**config.mk**
```make
export PLATFORM = sky130hd
export DESIGN_NAME = rwwsp_top
export DESIGN_NICKNAME = d
export VERILOG_FILES = /design/src/rtl/rwwsp_pkg.sv /design/src/rtl/rwwsp_top.sv /design/src/rtl/rwwsp_region.sv /design/src/rtl/rwwsp_timer.sv
export SDC_FILE = /design/constraint.sdc
export NUM_CORES = 1
export LEC_CHECK = 0
export ABC_AREA = 1
export BUFFER_PORTS_ARGS = -buffer_cell sky130_fd_sc_hd__buf_2
export CAP_MARGIN = 20
export CORE_ASPECT_RATIO = 0.8
export CORE_MARGIN = 3
export CORE_UTILIZATION = 35
export CTS_BUF_LIST = sky130_fd_sc_hd__clkbuf_8
export DETAILED_ROUTE_END_ITERATION = 12
export HOLD_SLACK_MARGIN = 0.02
export SKIP_LAST_GASP = 1
export SYNTH_ARGS = -nofsm -noshare
export SYNTH_HDL_FRONTEND = slang
export SYNTH_SLANG_ARGS = --single-unit
```
**constraint.sdc**
```tcl
create_clock -name i_ref_clk -period 7.4 [get_ports i_ref_clk]
set_clock_uncertainty 0.1 [all_clocks]
set_input_delay 0.74 -clock i_ref_clk [delete_from_list [all_inputs] [get_ports i_ref_clk]]
set_output_delay 0.74 -clock i_ref_clk [all_outputs]
set_load 0.1 [all_outputs]
```
**src/rtl/rwwsp_pkg.sv**
```systemverilog
// Package with constants and types for the self-program controller
package rwwsp_pkg;
  localparam int unsigned ADDR_W    = 13;            // Byte address width
  localparam int unsigned PAGE_LSB  = 6;             // Page offset bits
  localparam logic [12:0] NRD_BASE  = 13'h1800;      // Fixed region limit
  localparam int unsigned OP_NS     = 4000;          // Erase/write time ns
  localparam int unsigned CLK_MHZ   = 200;           // System clock rate
  localparam int unsigned OP_CYC    = (OP_NS * CLK_MHZ + 999) / 1000;
  localparam int unsigned CNT_W     = 16;            // Op counter width
  localparam logic [2:0]  REG_CTRL  = 3'h0;          // Control/status reg
  localparam logic [2:0]  REG_ALO   = 3'h1;          // Target address low
  localparam logic [2:0]  REG_AHI   = 3'h2;          // Target address high
  localparam int unsigned B_REEN    = 4;             // Re-enable bit
  localparam int unsigned B_BUSY    = 6;             // Busy flag bit
  localparam int unsigned B_LOCKF   = 5;             // Last op refused
  localparam int unsigned B_LOAD    = 0;             // Page load flag
  localparam int unsigned B_ERASE   = 1;             // Page erase flag
  localparam int unsigned B_WRITE   = 2;             // Page write flag
  localparam logic [1:0]  BLB_FREE  = 2'h3;          // Lock pair: no limit
  localparam logic [1:0]  BLB_NOWR  = 2'h2;          // Lock pair: no store

  // Store instruction request from the core
  typedef struct packed {
    logic              valid;                        // One-cycle request
    logic [ADDR_W-1:0] pc;                           // Issuing fetch addr
  } rwwsp_req_t;

  // Boot-size fuse codes
  typedef enum logic [1:0] {
    RWWSP_BOOT_2K  = 2'h0,
    RWWSP_BOOT_1K  = 2'h1,
    RWWSP_BOOT_512 = 2'h2,
    RWWSP_BOOT_256 = 2'h3
  } rwwsp_bsz_t;
endpackage

```
**src/rtl/rwwsp_top.sv**
```systemverilog
// Self-programming controller with read-while-write regions
// Overview of operation
// - Boot-size fuses split application and boot regions
// - Each region has its own lock bit pair
// - Store from application region is ignored
// - Boot-issued store may target any address
// - Fixed read-while-write and no-read regions exist
// - Stall decision uses target page region only
// - Read-while-write target keeps core running
// - No-read target stalls CPU until operation ends
// - Read-while-write code invalid while programming
// - Boot region always lies in no-read region
// - Busy flag reads one while region blocked
// - Erase and write act on whole pages
// - Starting read-while-write erase or write sets busy
// - Re-enable write once the operation is over, or page load, clears busy
`timescale 1ns/100ps
module rwwsp_top (
  input  wire logic        i_ref_clk,   // System clock 200 MHz
  input  wire logic        i_rst_b,     // Async reset, active low
  input  wire logic [1:0]  i_bsz,       // Boot-size fuses
  input  wire logic [1:0]  i_blb_app,   // Application lock pair
  input  wire logic [1:0]  i_blb_boot,  // Boot-loader lock pair
  input  wire logic        i_store_vld, // Store instruction pulse
  input  wire logic [12:0] i_store_pc,  // Address of that instruction
  input  wire logic [12:0] i_fetch_adr, // Current code read address
  input  wire logic [15:0] i_fetch_dat, // Raw flash read data
  input  wire logic [2:0]  i_addr,      // Register address
  input  wire logic [7:0]  i_wdata,     // Register write data
  input  wire logic        i_wr,        // Register write strobe
  input  wire logic        i_rd,        // Register read strobe
  output logic [7:0]       o_rdata,     // Read data, cycle after strobe
  output logic             o_cpu_halt,  // Stall the core
  output logic             o_code_vld,  // Fetch data valid
  output logic [15:0]      o_code_dat,  // Fetch data to core
  output logic             o_pg_erase,  // Page erase start pulse
  output logic             o_pg_write,  // Page write start pulse
  output logic             o_pg_load,   // Page buffer load pulse
  output logic [12:0]      o_pg_adr     // Page-aligned target address
);
  ////////////////////////////////////////////////////////////////////
  // Reset release
  logic rst_m_q;                        // First reset stage
  logic rst_b;                          // Synchronised reset
  always_ff @(posedge i_ref_clk or negedge i_rst_b) begin
    if (!i_rst_b) begin
      rst_m_q <= 1'b0;
      rst_b   <= 1'b0;
    end else begin
      rst_m_q <= 1'b1;
      rst_b   <= rst_m_q;
    end
  end

  ////////////////////////////////////////////////////////////////////
  // Region decode of issuer, target and fetch
  rwwsp_pkg::rwwsp_req_t req;           // Bundled store request
  logic [12:0] tgt_q;                   // Target address register
  logic [12:0] tgt_d;
  logic        pc_boot;                 // Issued from boot region
  logic        tgt_boot;                // Target in boot region
  logic        tgt_nord;                // Target in no-read region
  logic        fch_nord;                // Fetch in no-read region
  assign req.valid = i_store_vld;
  assign req.pc    = i_store_pc;

  rwwsp_region u_pc (
    .i_addr (req.pc),
    .i_bsz  (i_bsz),
    .o_boot (pc_boot),
    .o_nord ()
  );
  rwwsp_region u_tgt (
    .i_addr (tgt_q),
    .i_bsz  (i_bsz),
    .o_boot (tgt_boot),
    .o_nord (tgt_nord)
  );
  rwwsp_region u_fch (
    .i_addr (i_fetch_adr),
    .i_bsz  (i_bsz),
    .o_boot (),
    .o_nord (fch_nord)
  );

  ////////////////////////////////////////////////////////////////////
  // Control state
  typedef enum logic [2:0] {
    RWWSP_IDLE = 3'b001,
    RWWSP_RUN  = 3'b010,                // Rdwr-region op, core runs
    RWWSP_HALT = 3'b100                 // No-read op, core stalled
  } rwwsp_st_t;
  rwwsp_st_t  st_q;
  rwwsp_st_t  st_d;
  logic [2:0] cmd_q;                    // Armed command bits
  logic [2:0] cmd_d;
  logic       busy_q;                   // Region busy flag
  logic       busy_d;
  logic       lockf_q;                  // Last erase/write store refused by lock
  logic       lockf_d;
  logic       start;                    // Erase or write launch
  logic       tmr_busy;
  logic       tmr_done;
  logic       allow;                    // Lock permits the store
  logic       go;                       // Accepted store instruction

  // Lock pair of the target region decides write permission
  function automatic logic lock_ok(input logic [1:0] p);
    lock_ok = (p == rwwsp_pkg::BLB_FREE) || (p == 2'h1);
  endfunction

  always_comb begin
    allow = tgt_boot ? lock_ok(i_blb_boot)
                     : lock_ok(i_blb_app);
    // Store only counts from boot code; target may be anywhere
    go    = req.valid && pc_boot && (st_q == RWWSP_IDLE);
  end

  rwwsp_timer u_tmr (
    .i_clk   (i_ref_clk),
    .i_rst_b (rst_b),
    .i_start (start),
    .o_busy  (tmr_busy),
    .o_done  (tmr_done)
  );

  // Next state for sequencing, flags and registers
  always_comb begin
    st_d    = st_q;
    cmd_d   = cmd_q;
    busy_d  = busy_q;
    lockf_d = lockf_q;
    tgt_d   = tgt_q;
    start   = 1'b0;
    if (i_wr && (i_addr == rwwsp_pkg::REG_ALO)) begin
      tgt_d[7:0] = i_wdata;
    end
    if (i_wr && (i_addr == rwwsp_pkg::REG_AHI)) begin
      tgt_d[12:8] = i_wdata[4:0];
    end
    if (i_wr && (i_addr == rwwsp_pkg::REG_CTRL)) begin
      cmd_d = i_wdata[2:0];
      // Re-enable clears busy only once the operation is over
      if (i_wdata[rwwsp_pkg::B_REEN] && (st_q == RWWSP_IDLE)) begin
        busy_d = 1'b0;
      end
    end
    case (st_q)
      RWWSP_IDLE: begin
        if (go) begin
          cmd_d = 3'h0;
          if (cmd_q[rwwsp_pkg::B_LOAD]) begin
            busy_d = 1'b0;
          end else if (cmd_q[rwwsp_pkg::B_ERASE] ||
                       cmd_q[rwwsp_pkg::B_WRITE]) begin
            lockf_d = !allow;
            if (allow) begin
              start = 1'b1;
              // Only the target's fixed region picks the mode
              st_d  = tgt_nord ? RWWSP_HALT : RWWSP_RUN;
              // Busy set on rdwr launch; wins over same-cycle clear
              if (!tgt_nord) begin
                busy_d = 1'b1;
              end
            end
          end
        end
      end
      RWWSP_RUN, RWWSP_HALT: begin
        if (tmr_done) begin
          st_d = RWWSP_IDLE;
        end
      end
      default: st_d = RWWSP_IDLE;
    endcase
  end

  always_ff @(posedge i_ref_clk or negedge rst_b) begin
    if (!rst_b) begin
      st_q    <= RWWSP_IDLE;
      cmd_q   <= 3'h0;
      busy_q  <= 1'b0;
      lockf_q <= 1'b0;
      tgt_q   <= 13'h0000;
    end else begin
      st_q    <= st_d;
      cmd_q   <= cmd_d;
      busy_q  <= busy_d;
      lockf_q <= lockf_d;
      tgt_q   <= tgt_d;
    end
  end

  ////////////////////////////////////////////////////////////////////
  // Registered outputs
  logic [7:0]  rdata_d;
  logic        halt_d;
  logic        cvld_d;
  logic [15:0] cdat_d;
  logic [12:0] padr_d;

  always_comb begin
    rdata_d = 8'h00;
    if (i_rd) begin
      case (i_addr)
        rwwsp_pkg::REG_CTRL: begin
          rdata_d[2:0]               = cmd_q;
          rdata_d[rwwsp_pkg::B_BUSY]  = busy_q;
          rdata_d[rwwsp_pkg::B_LOCKF] = lockf_q;
        end
        rwwsp_pkg::REG_ALO: rdata_d = tgt_q[7:0];
        rwwsp_pkg::REG_AHI: rdata_d = {3'h0, tgt_q[12:8]};
        default:            rdata_d = 8'h00;
      endcase
    end
    // Stall through the whole no-read op, from the cycle after launch
    halt_d = (st_d == RWWSP_HALT);
    // No-read code stays readable; rdwr code blanked while busy
    cvld_d = fch_nord || !busy_d;
    cdat_d = cvld_d ? i_fetch_dat : 16'h0000;
    // Page granularity: low offset bits dropped for erase/write
    padr_d = {tgt_q[12:rwwsp_pkg::PAGE_LSB],
              {rwwsp_pkg::PAGE_LSB{1'b0}}};
  end

  always_ff @(posedge i_ref_clk or negedge rst_b) begin
    if (!rst_b) begin
      o_rdata    <= 8'h00;
      o_cpu_halt <= 1'b0;
      o_code_vld <= 1'b0;
      o_code_dat <= 16'h0000;
      o_pg_erase <= 1'b0;
      o_pg_write <= 1'b0;
      o_pg_load  <= 1'b0;
      o_pg_adr   <= 13'h0000;
    end else begin
      o_rdata    <= rdata_d;
      o_cpu_halt <= halt_d;
      o_code_vld <= cvld_d;
      o_code_dat <= cdat_d;
      o_pg_erase <= start && cmd_q[rwwsp_pkg::B_ERASE];
      o_pg_write <= start && !cmd_q[rwwsp_pkg::B_ERASE];
      o_pg_load  <= go && cmd_q[rwwsp_pkg::B_LOAD];
      o_pg_adr   <= padr_d;
    end
  end

  ////////////////////////////////////////////////////////////////////
  // Checks
  a_app_store_ign: assert property (@(posedge i_ref_clk) disable iff (!rst_b)
    (i_store_vld && !pc_boot) |=> !o_pg_erase && !o_pg_write)
    else $error("store from application region started an operation");
  a_busy_on_launch: assert property (@(posedge i_ref_clk)
    disable iff (!rst_b)
    (start && !tgt_nord) |=> busy_q)
    else $error("busy not set on read-while-write launch");
  a_halt_nord: assert property (@(posedge i_ref_clk) disable iff (!rst_b)
    (start && tgt_nord) |=> o_cpu_halt)
    else $error("core not halted for no-read operation");
  a_run_on_rdwr: assert property (@(posedge i_ref_clk) disable iff (!rst_b)
    (start && !tgt_nord) |=> !o_cpu_halt)
    else $error("core halted for read-while-write operation");
  a_halt_ends: assert property (@(posedge i_ref_clk) disable iff (!rst_b)
    (o_cpu_halt && tmr_done) |=> !o_cpu_halt)
    else $error("halt not released after operation");
  a_blank_busy: assert property (@(posedge i_ref_clk) disable iff (!rst_b)
    (busy_d && !fch_nord) |=> !o_code_vld)
    else $error("blocked region code returned while busy");
  // The timer must run for as long as the sequencer is not idle
  a_op_timed: assert property (@(posedge i_ref_clk) disable iff (!rst_b)
    (st_q != RWWSP_IDLE) |-> (tmr_busy || tmr_done))
    else $error("operation active without running timer");
  a_busy_read: assert property (@(posedge i_ref_clk) disable iff (!rst_b)
    (i_rd && i_addr == rwwsp_pkg::REG_CTRL)
      |=> o_rdata[rwwsp_pkg::B_BUSY] == $past(busy_q))
    else $error("busy flag read wrong");
  a_load_clear: assert property (@(posedge i_ref_clk) disable iff (!rst_b)
    (go && cmd_q[rwwsp_pkg::B_LOAD]) |=> !busy_q ##0 o_pg_load)
    else $error("page load did not clear busy");
endmodule // rwwsp_top

```
**src/rtl/rwwsp_region.sv**
```systemverilog
// Region decoder: boot/application and fixed no-read region
`timescale 1ns/100ps
module rwwsp_region (
  input  wire logic [12:0] i_addr,   // Byte address to classify
  input  wire logic [1:0]  i_bsz,    // Boot-size fuses
  output logic             o_boot,   // Address in boot-loader region
  output logic             o_nord    // Address in no-read region
);
  // Boot start per fuse; every choice lies at or above the fixed limit
  function automatic logic [12:0] boot_base(input logic [1:0] b);
    case (rwwsp_pkg::rwwsp_bsz_t'(b))
      rwwsp_pkg::RWWSP_BOOT_2K:  boot_base = 13'h1800;
      rwwsp_pkg::RWWSP_BOOT_1K:  boot_base = 13'h1c00;
      rwwsp_pkg::RWWSP_BOOT_512: boot_base = 13'h1e00;
      default:                   boot_base = 13'h1f00;
    endcase
  endfunction

  always_comb begin
    o_boot = (i_addr >= boot_base(i_bsz));
    o_nord = (i_addr >= rwwsp_pkg::NRD_BASE);
  end
endmodule // rwwsp_region

```
**src/rtl/rwwsp_timer.sv**
```systemverilog
// Operation timer for page erase and page write
`timescale 1ns/100ps
module rwwsp_timer (
  input  wire logic i_clk,    // System clock
  input  wire logic i_rst_b,  // Synchronised reset, active low
  input  wire logic i_start,  // Start one page operation
  output logic      o_busy,   // Operation in progress
  output logic      o_done    // One-cycle pulse at completion
);
  logic [15:0] cnt_q;         // Remaining cycles
  logic [15:0] cnt_d;
  logic        done_q;
  logic        done_d;

  // Count down the page operation time
  always_comb begin
    cnt_d  = cnt_q;
    done_d = 1'b0;
    if (i_start) begin
      cnt_d = 16'(rwwsp_pkg::OP_CYC);
    end else if (cnt_q != 16'h0000) begin
      cnt_d  = cnt_q - 16'h0001;
      done_d = (cnt_q == 16'h0001);
    end
  end

  always_ff @(posedge i_clk or negedge i_rst_b) begin
    if (!i_rst_b) begin
      cnt_q  <= 16'h0000;
      done_q <= 1'b0;
    end else begin
      cnt_q  <= cnt_d;
      done_q <= done_d;
    end
  end

  assign o_busy = (cnt_q != 16'h0000);
  assign o_done = done_q;
endmodule // rwwsp_timer

```
==> metrics <==
status=finished clean; # IOs=106; Final Cell Area=~0.004 mm^2; first-pass GRT wire length=between 10000 and 15000 um; Setup Buffers After CTS=0; Netlist cell types=37; Post-synth EDFFs=0; Max FO, Critical Path=12; critical path data arrival time=~2600 ps; fmax=between 0.3 and 0.4 GHz; Cell Int Power=approximately 0.80 mW; Sink Count=76; Syn Area/Cell=8.93 um^2; layout cell share with drive strength beyond 1=0.266; Mapped Area=approximately 0.0034 mm^2; endpoint class of the critical path=flop; Placer Congestion=about 0.73; slew margin rel.=0.535; # DRC=0; Hold Fails Final Rpt=0; DIE AREA=0.0108 mm^2; RSZ-0062 raised after global routing=no; sequential share of power=0.402; CP Buf/Inv Count=3; Starting Density=0.365; Resized cells post-CTS=0; largest net degree at the start of global routing=58; Async S/R FF share, synth=1.00; slowest stage delay, CP=~410 ps; Detailed Route WL=6760 um; Cell Chain, Critical Path=buf_2 -> nand2_1 -> inv_1 -> ha_1 -> nand2_1 -> nor2_1 -> nand2_1 -> nand2_1 -> nand2_1 -> nand2_2 -> nand2_2 -> nor2_2 -> nand2_1 -> inv_1 -> nor2_1; GRT Overall Usage=0.138; ANT cells=0; row count=31; Syn Inst Count=approximately 380; Clock Tree Buf Depth=2; antenna violations before repair=0; IO buf count=86; crit start category=input port; First-pass DRT Iterations=4; wire per inst=between 10 and 15 um; post-synth top area share=0.559; final worst path period share=0.340; count leader, synth=nand2_1; Finished Layout Cells=between 500 and 600; CP required=7520 ps; GRT Residual Overflow=0; final setup TNS=0 ps; most used cell, CP=nand2_1; Clk pwr share=0.245; # hold bufs at CTS=0; Via density=approximately 4.4; Post-DRT Antenna Nets=0; fin. max-slew vios=0; Synth Register Bits=76; hpwl dp=5220 um; vias in the first global route=2508; worst skew pair latency=around 340 ps; FF+latch area=between 0.0015 and 0.002 mm^2; MaxCap Viol Count=0; Clock transition at path regs=around 80 ps; final core utilization=0.446; Worst path slowest cell=inv_1; detailed-route via count=~2600; CTS Root Cell=clkbuf_8; fillers=about 880; Power Density=341 mW/mm^2; Slew @ Worst Pin=about 700 ps; PnR Total Power=roughly 1.4 mW; share of total power in combinational logic=0.353; htree depth=3; Synth area leaders=dfrtp_1 56%, nand2_1 9.8%, inv_1 6.8%; Leak=approximately 2.3 nW; Post-DP Area=~0.0039 mm^2; Final nets=roughly 540; most instantiated cells after synthesis=88 x nand2_1, 75 x dfrtp_1, 61 x inv_1; Crit Path Class=input port to flop; Hold WC Path Type=input port to asynchronous set/reset pin; area occupied by multi-input gates=approximately 0.0012 mm^2; Die Span Y=~94 um; sequential-to-total area share from yosys stat=0.566; Placed Cells=approximately 570; Min Clock Period, post-route=around 2500 ps; cell family with most CP delay=simple AND/OR/NAND/NOR gates; DRT iter0 DRCs=96; switch share=0.425; Die W=approximately 120 um; Area Growth Syn to Fin=22.1%; Core Box Area=~0.0092 mm^2; Synthesis Warnings=0; Main synth FF type=dfrtp_1; CTS Buf Count=9; Peak VDD IR=0.137 mV; post-synth top area cell=dfrtp_1; Setup-failing EPs final=0; Net Switching=0.594 mW; CTS tree=yes
## sequential cells by signal, indices dropped and copies added (netlist names), 3 cells and up
signal and cells:
cmd_q 3, tgt_q 13, o_rdata 8, u_tmr.cnt_q 16
o_code_dat 16, o_pg_adr 7, st_q 3
## cell families (layout without fill, tap and decap cells)
group	after synthesis	after routing	share of synthesized area
compound gates	37	37	0.0667
buf+inv	75	167	0.0942
mux	3	3	0.0101
fa+ha+maj	5	5	0.0186
flops	76	76	0.566
other cells	2	7	0.00224
simple gates	170	170	0.221
xor+xnor	8	8	0.0209
## power by group through the flow
stage / clock network, mW / registers, mW / logic [mW]
after floorplan: 0 / 0.790 / 0.188
after global placement: 0 / 0.567 / 0.492
after detailed placement: 0 / 0.570 / 0.499
after CTS: 0.356 / 0.564 / 0.498
after global routing: 0.372 / 0.576 / 0.536
final: 0.342 / 0.562 / 0.494
## layout by cell type (no fill, tap or decap), drive strengths merged
master,count
clkbuf,9
nand3,15
conb,7
nor2,49
o21bai,2
o21ai,14
xnor2,3
nand4,3
nor3,6
inv,66
and2,1
nand3b,1
nand2,93
o22ai,1
dfstp,1
ha,5
buf,87
a21oi,11
mux2,3
o211ai,5
clkinv,1
xor2,5
a21boi,1
clkinvlp,2
a31oi,1
nor4,1
or2,1
dfrtp,75
o21a,2
bufinv,2
## path summary, 6_finish.rpt
check | slack, ps | from | cells past startpoint | endpoint
hold / removal | 60 | i_rst_b | 1 | rst_b
min in group i_ref_clk | 260 | rst_m_q | 0 | rst_b
hold reg to reg | 90 | rst_b | 0 | o_code_dat[4]
max in group asynchronous | 6070 | rst_b | 1 | u_tmr.cnt_q[11]
setup reg to reg | 5120 | tgt_q[10] | 9 | u_tmr.cnt_q[0]
setup / recovery | 4880 | i_bsz[1] | 15 | u_tmr.cnt_q[4]
## worst reg2reg max path, cell delays in order, from the launching register on
cell,delay (ps)
dfrtp_1,440
ha_1,300
nand2_1,50
o21bai_1,160
nand3b_1,120
nand3_2,150
inv_1,50
nand2_1,330
inv_1,310
nor3_1,200
## cell type report
type | instances | area share
clock buffers | 9 | 0.0302
clock inverters | 6 | 0.0217
inverters | 65 | 0.0595
multi-input cells | 230 | 0.282
flip-flops and latches | 76 | 0.464
well taps | 115 | 0.0351
repair buffers | 87 | 0.107
## routing by layer
layer / vias to the layer above / share of wire / track usage
met3: 5 / 0.085 / 0.0433
met2: 85 / 0.41 / 0.195
met1: 1157 / 0.49 / 0.197
met5: - / 0 / 0
met4: 0 / 0.012 / 0.0528
li1: 1330 / - / -
## through the flow
step                      setup WS (ps)  hold WS (ps)
after floorplan                    5030           231
after global placement             4510          96.9
after CTS                          4870          35.2
after detailed placement           4480           112
after global routing               4620          36.1
final                              4880          61.4
(Power assumes the default switching activity.)
